**src/core/spi_port_pkg.sv**
```systemverilog
// constants and carrier types for the serial peripheral port
package spi_port_pkg;
  localparam int unsigned AXI_AW = 4;
  localparam logic [AXI_AW-1:0] OFS_STATUS_CONTROL = 4'h0;
  localparam logic [AXI_AW-1:0] OFS_FIRST_CONTROL  = 4'h4;
  localparam logic [AXI_AW-1:0] OFS_SECOND_CONTROL = 4'h8;
  localparam logic [AXI_AW-1:0] OFS_DATA_BUFFER    = 4'hc;
  localparam logic [1:0] RESP_OKAY   = 2'h0;
  localparam logic [1:0] RESP_SLVERR = 2'h2;
  // status_control_reg fields
  localparam int unsigned BIT_PORT_ENABLE = 15;
  localparam int unsigned BIT_IDLE_STOP   = 13;
  localparam int unsigned BIT_BEC_LO      = 8;
  localparam int unsigned BIT_SR_EMPTY    = 7;
  localparam int unsigned BIT_RX_OVF      = 6;
  localparam int unsigned BIT_RXQ_EMPTY   = 5;
  localparam int unsigned BIT_ISEL_LO     = 2;
  localparam int unsigned BIT_TX_FULL     = 1;
  localparam int unsigned BIT_RX_FULL     = 0;
  // first_control_reg fields
  localparam int unsigned BIT_WORD16    = 10;
  localparam int unsigned BIT_SMP       = 9;
  localparam int unsigned BIT_CKE       = 8;
  localparam int unsigned BIT_SS_EN     = 7;
  localparam int unsigned BIT_CKP       = 6;
  localparam int unsigned BIT_MASTER    = 5;
  localparam int unsigned BIT_DIS_SDO   = 11;
  localparam int unsigned BIT_DIS_SCK   = 12;
  localparam logic [15:0] FIRST_CTRL_MASK  = 16'h1fe0;
  // second_control_reg fields
  localparam int unsigned BIT_FRAME_EN  = 15;
  localparam int unsigned BIT_FSYNC_IN  = 14;
  localparam int unsigned BIT_FSYNC_POL = 13;
  localparam int unsigned BIT_ENH_EN    = 0;
  localparam logic [15:0] SECOND_CTRL_MASK = 16'he001;
  localparam logic [15:0] STAT_WR_MASK     = 16'ha01c;
  // queue and timing
  localparam int unsigned QDEPTH = 8;
  localparam int unsigned QAW    = 3;
  localparam logic [QAW:0] Q_THREE_QUARTER = 4'h6;
  localparam real SYS_CLK_MHZ  = 40.0;
  localparam real SCK_HALF_NS  = 100.0;
  localparam int unsigned HALF_CYC = int'(SCK_HALF_NS * SYS_CLK_MHZ / 1000.0);
  localparam logic [7:0] HALF_CNT = 8'(HALF_CYC - 1);
  localparam logic [4:0] BITS8  = 5'h08;
  localparam logic [4:0] BITS16 = 5'h10;
  localparam logic [2:0] IS_TX_FULL = 3'h7, IS_TX_LAST = 3'h6, IS_TX_DONE = 3'h5, IS_TX_ONE = 3'h4;
  localparam logic [2:0] IS_RX_FULL = 3'h3, IS_RX_3Q = 3'h2, IS_RX_AVAIL = 3'h1, IS_RX_EMPTY = 3'h0;

  typedef struct packed {
    logic sck;
    logic sdo;
    logic ss_n;
  } spi_pins_t;

  typedef enum logic [1:0] {ST_IDLE, ST_LEAD, ST_TRAIL} shift_state_t;
endpackage

```
**src/core/spi_master_slave_port.sv**
```systemverilog
// serial peripheral port, master or slave, behind an axi4-lite register slave
// Functional notes
// - standard mode uses one holding stage each way
// - enhanced mode uses eight-deep queues each way
// - four framed configurations, role times sync direction; here a slave never drives the sync pin and a master ignores a sync input
// - 4, 3 and 2 pin operation supported
// - master write to data starts transfer
// - bit 15 enables port and pins
// - bit 13 halts port in idle
// - enhanced: bits 10:8 count pending or unread words
// - bit 7 reads shift register empty
// - overflow sets, discards word, software clears
// - bit 5 reads receive queue empty
// - interrupt select codes for transmit events
// - interrupt select codes for receive events
// - standard: tx full set on write, cleared on load
// - enhanced: tx full when queue full
// - standard: rx full on capture, cleared by read
// - enhanced: rx full when queue full
// - bit 5 of first control picks master
// - word size 16 or 8 bits
// - clock polarity sets idle level
// - clock-edge select picks output change edge
//
// Local design decisions: the AXI4-Lite register port and the placing of the registers.
`timescale 1ns/1ps
`default_nettype none
module spi_master_slave_port
  import spi_port_pkg::*;
(
  input  wire logic        i_sys_clk,
  input  wire logic        i_nrst,
  input  wire logic        i_cpu_idle,
  input  wire logic [3:0]  i_awaddr,
  input  wire logic        i_awvalid,
  output logic             o_awready,
  input  wire logic [31:0] i_wdata,
  input  wire logic [3:0]  i_wstrb,
  input  wire logic        i_wvalid,
  output logic             o_wready,
  output logic [1:0]       o_bresp,
  output logic             o_bvalid,
  input  wire logic        i_bready,
  input  wire logic [3:0]  i_araddr,
  input  wire logic        i_arvalid,
  output logic             o_arready,
  output logic [31:0]      o_rdata,
  output logic [1:0]       o_rresp,
  output logic             o_rvalid,
  input  wire logic        i_rready,
  input  wire logic        i_sck,
  input  wire logic        i_sdi,
  input  wire logic        i_ss_n,
  output logic             o_sck,
  output logic             o_sck_oe_n,
  output logic             o_sdo,
  output logic             o_sdo_oe_n,
  output logic             o_ss_n,
  output logic             o_ss_oe_n,
  output logic             o_port_irq
);
  // registers
  logic [15:0] stat_r, con1_r, con2_r;
  logic        ovf_r;
  logic [15:0] txq_r [QDEPTH];
  logic [15:0] rxq_r [QDEPTH];
  logic [QAW-1:0] tx_wp_r, tx_rp_r, rx_wp_r, rx_rp_r;
  logic [QAW:0]   tx_cnt_r, rx_cnt_r;
  logic [15:0] sr_r;
  logic        sr_busy_r;
  logic [4:0]  bit_cnt_r;
  logic [7:0]  div_r;
  shift_state_t st_r;
  logic        sck_int_r, sdo_r, sdi_smp_r, fsync_r;
  logic [2:0]  sck_s, ss_s;
  logic [1:0]  sdi_s;
  logic        aw_got_r, w_got_r;
  logic [3:0]  awaddr_r;
  logic [31:0] wdata_r;
  logic [3:0]  wstrb_r;
  logic        irq_r, prev_ev_r;

  // config decode
  wire en      = stat_r[BIT_PORT_ENABLE];
  wire run     = en && !(stat_r[BIT_IDLE_STOP] && i_cpu_idle);
  wire enh     = con2_r[BIT_ENH_EN];
  wire master  = con1_r[BIT_MASTER];
  wire w16     = con1_r[BIT_WORD16];
  wire clock_polarity     = con1_r[BIT_CKP];
  wire cke     = con1_r[BIT_CKE];
  wire frame   = con2_r[BIT_FRAME_EN];
  wire [QAW:0] qlim = enh ? 4'(QDEPTH) : 4'h1;
  wire [4:0]   nbits = w16 ? BITS16 : BITS8;
  wire tx_full = (tx_cnt_r == qlim);
  wire rx_full = (rx_cnt_r == qlim);
  wire rx_empty = (rx_cnt_r == '0);

  // link input synchronisers; stage 0 only feeds stage 1
  always_ff @(posedge i_sys_clk) begin
    sck_s <= {sck_s[1:0], i_sck};
    ss_s  <= {ss_s[1:0], i_ss_n};
    sdi_s <= {sdi_s[0], i_sdi};
  end
  wire ss_use    = con1_r[BIT_SS_EN] || frame;
  wire slv_sel   = !ss_use || (frame ? (ss_s[1] == con2_r[BIT_FSYNC_POL]) : !ss_s[1]);
  wire sck_lvl   = sck_s[1] ^ clock_polarity;                              // active-high view
  wire sck_prev  = sck_s[2] ^ clock_polarity;
  wire slv_lead  = slv_sel && sck_lvl && !sck_prev;
  wire slv_trail = slv_sel && !sck_lvl && sck_prev;

  // axi4-lite write channel
  wire wr_fire  = aw_got_r && w_got_r && !o_bvalid;
  wire wr_stat  = wr_fire && awaddr_r == OFS_STATUS_CONTROL;
  wire wr_buf   = wr_fire && awaddr_r == OFS_DATA_BUFFER;
  wire wr_map   = awaddr_r == OFS_STATUS_CONTROL || awaddr_r == OFS_FIRST_CONTROL ||
                  awaddr_r == OFS_SECOND_CONTROL || awaddr_r == OFS_DATA_BUFFER;
  wire [15:0] wbe = {{8{wstrb_r[1]}}, {8{wstrb_r[0]}}};
  wire rd_fire  = i_arvalid && o_arready;
  wire rd_buf   = rd_fire && i_araddr == OFS_DATA_BUFFER;

  // transfer engine events
  wire tx_push  = wr_buf && !tx_full;
  wire sr_load  = run && !sr_busy_r && tx_cnt_r != '0 && (master || st_r == ST_IDLE);
  wire lead     = master ? (st_r == ST_LEAD && div_r == '0) : slv_lead;
  wire trail    = master ? (st_r == ST_TRAIL && div_r == '0) : slv_trail;
  wire smp_end  = con1_r[BIT_SMP] && master;
  wire shout    = cke ? trail : lead;
  wire mid      = cke ? lead : trail;
  wire samp     = smp_end ? shout : mid;
  // slave with nothing queued arms with zeros; a word written while armed waits for the next frame
  wire slv_arm  = !master && !sr_busy_r && tx_cnt_r == '0 && slv_sel;
  wire last_edge = sr_busy_r && run && bit_cnt_r == 5'h1 && (cke ? trail : trail);
  wire done     = last_edge;
  wire rx_pop   = rd_buf && !rx_empty;
  wire rx_push  = done && (!rx_full || rx_pop);
  wire ovf_ev   = done && rx_full && !rx_pop;

  // shift engine: msb first, in and out together
  // the bit sampled on a shifting edge goes straight in, not one edge late
  wire in_bit = samp ? sdi_s[1] : sdi_smp_r;
  wire [15:0] shifted = {sr_r[14:0], in_bit};
  always_ff @(posedge i_sys_clk) begin
    if (!i_nrst || !en) begin
      sr_r <= '0; sr_busy_r <= 1'b0; bit_cnt_r <= '0; st_r <= ST_IDLE;
      div_r <= '0; sck_int_r <= 1'b0; sdo_r <= 1'b0; sdi_smp_r <= 1'b0; fsync_r <= 1'b0;
    end else if (run) begin
      if (sr_load) begin
        sr_r <= w16 ? txq_r[tx_rp_r] : {txq_r[tx_rp_r][7:0], 8'h00};
        sdo_r <= w16 ? txq_r[tx_rp_r][15] : txq_r[tx_rp_r][7];
        sr_busy_r <= 1'b1; bit_cnt_r <= nbits; div_r <= HALF_CNT;
        st_r <= master ? ST_LEAD : ST_IDLE; fsync_r <= frame;
      end else if (slv_arm) begin
        sr_r <= '0; sdo_r <= 1'b0; sr_busy_r <= 1'b1; bit_cnt_r <= nbits; st_r <= ST_IDLE;
      end else if (sr_busy_r) begin
        if (master) begin
          div_r <= (div_r == '0) ? HALF_CNT : div_r - 8'h1;
          if (div_r == '0) begin
            st_r <= (st_r == ST_LEAD) ? ST_TRAIL : ST_LEAD;
            sck_int_r <= (st_r == ST_LEAD);
            fsync_r <= 1'b0;
          end
        end
        if (samp) sdi_smp_r <= sdi_s[1];
        if (trail) begin
          sr_r <= shifted; bit_cnt_r <= bit_cnt_r - 5'h1;
          if (cke) sdo_r <= shifted[15];
          if (bit_cnt_r == 5'h1) begin
            sr_busy_r <= 1'b0; st_r <= ST_IDLE; sck_int_r <= 1'b0;
          end
        end
        if (!cke && lead) sdo_r <= sr_r[15];
      end
    end
  end
  wire [15:0] rx_word = w16 ? {sr_r[14:0], in_bit} : {8'h00, sr_r[6:0], in_bit};

  // queues and flags
  always_ff @(posedge i_sys_clk) begin
    if (!i_nrst || !en) begin
      tx_wp_r <= '0; tx_rp_r <= '0; rx_wp_r <= '0; rx_rp_r <= '0;
      tx_cnt_r <= '0; rx_cnt_r <= '0;
    end else begin
      if (tx_push) begin txq_r[tx_wp_r] <= wdata_r[15:0]; tx_wp_r <= tx_wp_r + 3'h1; end
      if (sr_load) tx_rp_r <= tx_rp_r + 3'h1;
      tx_cnt_r <= tx_cnt_r + 4'(tx_push) - 4'(sr_load);
      if (rx_push) begin rxq_r[rx_wp_r] <= rx_word; rx_wp_r <= rx_wp_r + 3'h1; end
      if (rx_pop) rx_rp_r <= rx_rp_r + 3'h1;
      rx_cnt_r <= rx_cnt_r + 4'(rx_push) - 4'(rx_pop);
    end
  end
  always_ff @(posedge i_sys_clk) begin
    if (!i_nrst) ovf_r <= 1'b0;
    else if (ovf_ev) ovf_r <= 1'b1;                             // set wins over clear
    else if (wr_stat && wbe[BIT_RX_OVF] && !wdata_r[BIT_RX_OVF]) ovf_r <= 1'b0;
  end

  // interrupt condition: enhanced, edge of the selected event; standard, each received word
  wire [2:0] isel = stat_r[BIT_ISEL_LO +: 3];
  logic ev_lvl;
  always_comb begin
    unique case (isel)
      IS_TX_FULL:  ev_lvl = tx_full;
      IS_TX_LAST:  ev_lvl = sr_busy_r && tx_cnt_r == '0;
      IS_TX_DONE:  ev_lvl = !sr_busy_r && tx_cnt_r == '0;
      IS_TX_ONE:   ev_lvl = !tx_full;
      IS_RX_FULL:  ev_lvl = rx_full;
      IS_RX_3Q:    ev_lvl = rx_cnt_r >= Q_THREE_QUARTER;
      IS_RX_AVAIL: ev_lvl = !rx_empty;
      IS_RX_EMPTY: ev_lvl = rx_empty;
    endcase
  end
  always_ff @(posedge i_sys_clk) begin
    prev_ev_r <= i_nrst && en && ev_lvl;
    irq_r <= i_nrst && en && (enh ? (ev_lvl && !prev_ev_r) : rx_push);
  end

  // status view
  wire [15:0] stat_rd = (stat_r & STAT_WR_MASK)
                      | (16'(enh ? (master ? tx_cnt_r[QAW-1:0] : rx_cnt_r[QAW-1:0]) : 3'h0) << BIT_BEC_LO)
                      | (16'(!sr_busy_r) << BIT_SR_EMPTY)
                      | (16'(ovf_r) << BIT_RX_OVF)
                      | (16'(rx_empty) << BIT_RXQ_EMPTY)
                      | (16'(tx_full) << BIT_TX_FULL)
                      | (16'(rx_full) << BIT_RX_FULL);
  wire [15:0] rd_mux = (i_araddr == OFS_STATUS_CONTROL) ? stat_rd :
                       (i_araddr == OFS_FIRST_CONTROL)  ? con1_r :
                       (i_araddr == OFS_SECOND_CONTROL) ? con2_r :
                       (i_araddr == OFS_DATA_BUFFER)    ? rxq_r[rx_rp_r] : 16'h0000;
  wire rd_map = i_araddr == OFS_STATUS_CONTROL || i_araddr == OFS_FIRST_CONTROL ||
                i_araddr == OFS_SECOND_CONTROL || i_araddr == OFS_DATA_BUFFER;

  // bus slave
  always_ff @(posedge i_sys_clk) begin
    if (!i_nrst) begin
      aw_got_r <= 1'b0; w_got_r <= 1'b0; awaddr_r <= '0; wdata_r <= '0; wstrb_r <= '0;
      o_bvalid <= 1'b0; o_bresp <= RESP_OKAY; o_rvalid <= 1'b0; o_rdata <= '0; o_rresp <= RESP_OKAY;
      stat_r <= '0; con1_r <= '0; con2_r <= '0;
    end else begin
      if (i_awvalid && o_awready) begin aw_got_r <= 1'b1; awaddr_r <= i_awaddr; end
      if (i_wvalid && o_wready) begin w_got_r <= 1'b1; wdata_r <= i_wdata; wstrb_r <= i_wstrb; end
      if (wr_fire) begin
        aw_got_r <= 1'b0; w_got_r <= 1'b0; o_bvalid <= 1'b1;
        o_bresp <= wr_map ? RESP_OKAY : RESP_SLVERR;
        if (wr_stat) stat_r <= (stat_r & ~(wbe & STAT_WR_MASK)) | (wdata_r[15:0] & wbe & STAT_WR_MASK);
        if (awaddr_r == OFS_FIRST_CONTROL)
          con1_r <= (con1_r & ~(wbe & FIRST_CTRL_MASK)) | (wdata_r[15:0] & wbe & FIRST_CTRL_MASK);
        if (awaddr_r == OFS_SECOND_CONTROL)
          con2_r <= (con2_r & ~(wbe & SECOND_CTRL_MASK)) | (wdata_r[15:0] & wbe & SECOND_CTRL_MASK);
      end else if (o_bvalid && i_bready) o_bvalid <= 1'b0;
      if (rd_fire) begin
        o_rvalid <= 1'b1; o_rdata <= {16'h0000, rd_mux}; o_rresp <= rd_map ? RESP_OKAY : RESP_SLVERR;
      end else if (o_rvalid && i_rready) o_rvalid <= 1'b0;
    end
  end
  always_ff @(posedge i_sys_clk) begin
    o_awready <= i_nrst && !aw_got_r && !o_awready && !o_bvalid;
    o_wready  <= i_nrst && !w_got_r && !o_wready && !o_bvalid;
    o_arready <= i_nrst && !o_rvalid && !o_arready;
  end

  // pins; enables active low
  always_ff @(posedge i_sys_clk) begin
    o_sck      <= clock_polarity ^ sck_int_r;
    o_sck_oe_n <= !(i_nrst && en && master && !con1_r[BIT_DIS_SCK]);
    o_sdo      <= sdo_r;
    o_sdo_oe_n <= !(i_nrst && en && !con1_r[BIT_DIS_SDO] && (master || slv_sel));
    o_ss_n     <= frame ? !(fsync_r ^ !con2_r[BIT_FSYNC_POL]) : !sr_busy_r;
    o_ss_oe_n  <= !(i_nrst && en && master && ss_use && !(frame && con2_r[BIT_FSYNC_IN]));
    o_port_irq <= irq_r;
  end

  // checks
  ovf_sticky_a: assert property (@(posedge i_sys_clk) disable iff (!i_nrst)
    ovf_ev |=> ovf_r) else $error("overflow not flagged");
  tx_full_a: assert property (@(posedge i_sys_clk) disable iff (!i_nrst)
    (en && !enh && tx_push) |=> stat_rd[BIT_TX_FULL]) else $error("tx full not set");
  sr_empty_a: assert property (@(posedge i_sys_clk) disable iff (!i_nrst)
    sr_load |=> !stat_rd[BIT_SR_EMPTY]) else $error("shift register empty after load");
  rxq_empty_a: assert property (@(posedge i_sys_clk) disable iff (!i_nrst)
    rx_push |=> !stat_rd[BIT_RXQ_EMPTY]) else $error("rx queue empty after push");
  disabled_pins_a: assert property (@(posedge i_sys_clk) disable iff (!i_nrst)
    !en |=> o_sck_oe_n && o_ss_oe_n) else $error("pins driven while disabled");
  word_len_a: assert property (@(posedge i_sys_clk) disable iff (!i_nrst)
    (sr_load && !w16) |=> bit_cnt_r == BITS8) else $error("byte length wrong");
  std_irq_a: assert property (@(posedge i_sys_clk) disable iff (!i_nrst)
    (en && !enh && rx_push) |=> o_port_irq == 1'b0 ##1 o_port_irq) else $error("no irq on word");
  idle_halt_a: assert property (@(posedge i_sys_clk) disable iff (!i_nrst)
    (!run && $stable(en)) |=> $stable(sr_r)) else $error("shifted while halted");
  cov_load_c: cover property (@(posedge i_sys_clk) sr_load);
  cov_done_c: cover property (@(posedge i_sys_clk) done);
  cov_ovf_c:  cover property (@(posedge i_sys_clk) ovf_ev);
endmodule
`default_nettype wire

```
**config.mk**
```make
export PLATFORM = sky130hd
export DESIGN_NAME = spi_master_slave_port
export DESIGN_NICKNAME = d
export VERILOG_FILES = /design/src/core/spi_port_pkg.sv /design/src/core/spi_master_slave_port.sv
export SDC_FILE = /design/constraint.sdc
export NUM_CORES = 1
export LEC_CHECK = 0
export BUFFER_PORTS_ARGS = -buffer_cell sky130_fd_sc_hd__buf_2
export CORE_AREA = 2 2 179 269
export CTS_BUF_LIST = sky130_fd_sc_hd__clkbuf_2 sky130_fd_sc_hd__clkbuf_4 sky130_fd_sc_hd__clkbuf_8
export CTS_CLUSTER_SIZE = 12
export DETAILED_ROUTE_END_ITERATION = 6
export DIE_AREA = 0 0 181 271
export GPL_TIMING_DRIVEN = 0
export PLACE_DENSITY = 0.53
export SYNTH_ARGS = -nofsm -noshare
export SYNTH_HDL_FRONTEND = slang
export SYNTH_SLANG_ARGS = --single-unit
```
**constraint.sdc**
```tcl
create_clock -name i_sys_clk -period 11.81 [get_ports i_sys_clk]
set_clock_uncertainty 0.05 [all_clocks]
set_input_delay 2.362 -clock i_sys_clk [delete_from_list [all_inputs] [get_ports i_sys_clk]]
set_output_delay 2.362 -clock i_sys_clk [all_outputs]
set_load 0.05 [all_outputs]
```
==> results.py <==
metrics = {
    "route": {
        "avgRoutedWirePerCell_microns": 21.9,
        "vias": 10000,
        "ant_nets": 0,
        "drt_wl_total_mm": 43.1,
        "vias_per_cell": 5.11,
        "drc": 0,
        "drt_iter0_drc": 608,
        "drt_pass1_iterations": 7,
    },
    "sta": {
        "period_share_pct": 45.3,
        "finalWorstSetupSlack_ps": 6460,
        "rsz0062_at_grt": "no",
        "layout_min_cycle_time_ps": 5350,
        "finalSetupTns_ps": 0,
        "hold_viol_final": 0,
        "fin_hold_ws_ps": 277,
        "tightestPinTransition_ps": 948,
        "drv_slew": 0,
        "setup_viol": 0,
        "max_freq_ghz": 0.187,
        "slew_headroom_pct": 36.2,
    },
    "critical_path": {
        "critical_path.cell_chain": "clkbuf_1 > nand4bb_1 > nor3_1 > nor2_1 > nor4_4 > nand3_2 > nor3_2 > buf_6",
        "cp-end-kind": "flop",
        "crit_fanout": 9,
        "path_buf_inv": 2,
        "critPathRequiredTime_ps": 12100,
        "cp_slowest_cell": "nor3_1",
        "cp.arrival_ps": 5640,
        "start_kind": "input pin",
        "cp_top_family": "simple AND/OR/NAND/NOR gates",
        "worstSetupPathType": "in2reg",
        "slowest_delay_ps": 740,
    },
    "clock_network": {
        "clockBufferDepth": 3,
        "path_clk_slew_ps": 60,
        "cts.sinks": 399,
        "htreeDepth": 2,
        "cts_buffers": 60,
        "postCtsSetupBuffers": 0,
        "cts_resized": 0,
        "cts_tree": "done",
        "cts_root_buf": "clkbuf_8",
        "clock_latency_ps": 640,
        "hold_buffers": 0,
    },
    "logic_synthesis": {
        "synth_edf_count": 256,
        "synth_cells": 1155,
        "synth-seq-cells": 399,
        "avgSynthCellArea_sq_um": 14.1,
        "yosysTopAreaCellShare_pct": 47.3,
        "netlist_area_sq_um": 16200,
        "synth.area.top_cells": "edfxtp_1, dfxtp_1, mux4_2",
        "ys_seq_area_share_pct": 64.9,
        "ys_types": 67,
        "yosysWarnings": 0,
        "post-synth-top-count-cell": "edfxtp_1",
        "synth_ff_type": "edfxtp_1",
        "synthArstFlopShare_pct": 0,
        "synth_commonest_cells": "edfxtp_1, dfxtp_1, nand2_1, nor2_1, mux4_2",
        "synth_top_cell_by_area": "edfxtp_1",
    },
    "final_layout": {
        "nets": 1389,
        "area_growth_syn_to_layout_pct": 16.6,
        "layout-drive-gt1-share_pct": 23.6,
        "utilization_pct": 40.6,
        "stdcell_area_sq_um": 18900,
    },
    "floorplan": {
        "die_x_microns": 181,
        "start_util_pct": 34.9,
        "fp-row-count": 97,
        "pin_count": 103,
        "core_sq_um": 46600,
        "die-area_sq_um": 49100,
        "dieHeight_microns": 271,
    },
    "placement": {
        "placed_area_sq_um": 17700,
        "globalplace.congestion": 0.866,
        "hpwl_mm": 32.0,
        "portBuffers": 64,
        "post-place-ws_ps": 5820,
    },
    "status": {
        "status": "finished clean",
    },
    "global_routing": {
        "grt_usage_pct": 17.7,
        "antenna_found_initial": 4,
        "grt_pass1_wl_mm": 64.5,
        "grt_max_degree": 17,
        "grt_pass1_vias": 10300,
        "grt_overflow": 0,
    },
    "power_and_ir_drop": {
        "p_leak_nw": 6.67,
        "p_per_area_nw_per_um2": 144,
        "ir_drop_mv": 0.0823,
    },
    "flow_run": {
        "cap_violations": 0,
    },
    "min_path": {
        "hold_class": "reg2reg",
    },
}
-- worst register-to-register path, delay by kind of cell (launching register included) --
kind | cells | cell delay (ps)
AND/OR/NAND/NOR | 4 | 1800
flip-flops | 1 | 330
AO/OA/AOI/OAI | 1 | 630
buffers and inverters | 2 | 720
-- power by group --
group | switching, W | internal (W) | total [W]
registers | 0.0000139 | 0.00148 | 0.00150
logic | 0.0000538 | 0.0000232 | 0.0000770
clock network | 0.000537 | 0.000621 | 0.00116
-- per-stage QoR --
step	power (W)	instances
after floorplan	0.00158	1172
after global placement	0.00160	1830
after detailed placement	0.00160	1847
after CTS	0.00276	1961
after global routing	0.00282	1963
final	0.00273	1964
-- cells by family after synthesis --
| kind of cell | count (synthesis) | share of synthesized area (%) |
|---|---|---|
| flops | 399 | 64.9 |
| simple gates | 317 | 9.68 |
| compound gates | 176 | 7.31 |
| mux | 119 | 12.4 |
| buf+inv | 102 | 2.90 |
| xor+xnor | 22 | 1.19 |
| fa+ha+maj | 19 | 1.56 |
| other cells | 1 | 0.0231 |
-- cell usage in the layout (no fill, tap or decap), types with 37 or more instances in the layout --
cell type,count
edfxtp_1,256
dfxtp_1,143
nand2_1,88
nor2_1,75
buf_2,74
clkbuf_8,70
mux4_2,64
a21oi_1,45
clkbuf_1,41
mux2i_1,37
-- worst paths after layout --
kind	startpoint	end	slack, ps	depth (start not counted)
min reg2reg	sck_s[0]	sck_s[1]	280	0
min	sck_s[0]	sck_s[1]	280	0
max reg2reg	flop	txq_r[0][2]	7960	7
max	i_araddr[2]	rxq_r[4][5]	6460	8
-- per-layer routing --
metal	vias up	share of wire, %	routed length, microns	track usage [%]
li1	4635	-	-	-
met1	5034	37	15800	19.1
met2	282	54	23300	33.3
met3	89	4.4	1910	2.91
met4	2	4.9	2090	8.54
met5	-	0.028	12	0
-- sequential cells by signal (all words and copies together), names as in the netlist, 2 cells and up, named ones only --
name,cells
rx_cnt_r,4
rx_rp_r,3
tx_wp_r,3
tx_cnt_r,4
wstrb_r,2
ss_s,2
rxq_r,128
txq_r,128
rx_wp_r,3
sdi_s,2
div_r,8
sr_r,16
sck_s,3
tx_rp_r,3
wdata_r,16
o_rdata,16
st_r,2
awaddr_r,4
bit_cnt_r,5
-- final cells by class --
cell class / count / area, sq um
diodes: 3 / 7.51
plain buffers: 79 / 384
clock buffers: 95 / 1150
clock inverters: 19 / 98.8
fillers: 4421 / 27700
inverters: 23 / 86.3
multi-input cells: 671 / 5340
flip-flops and latches: 399 / 10600
well taps: 594 / 743
repair buffers: 81 / 582
(Power assumes the default switching activity.)
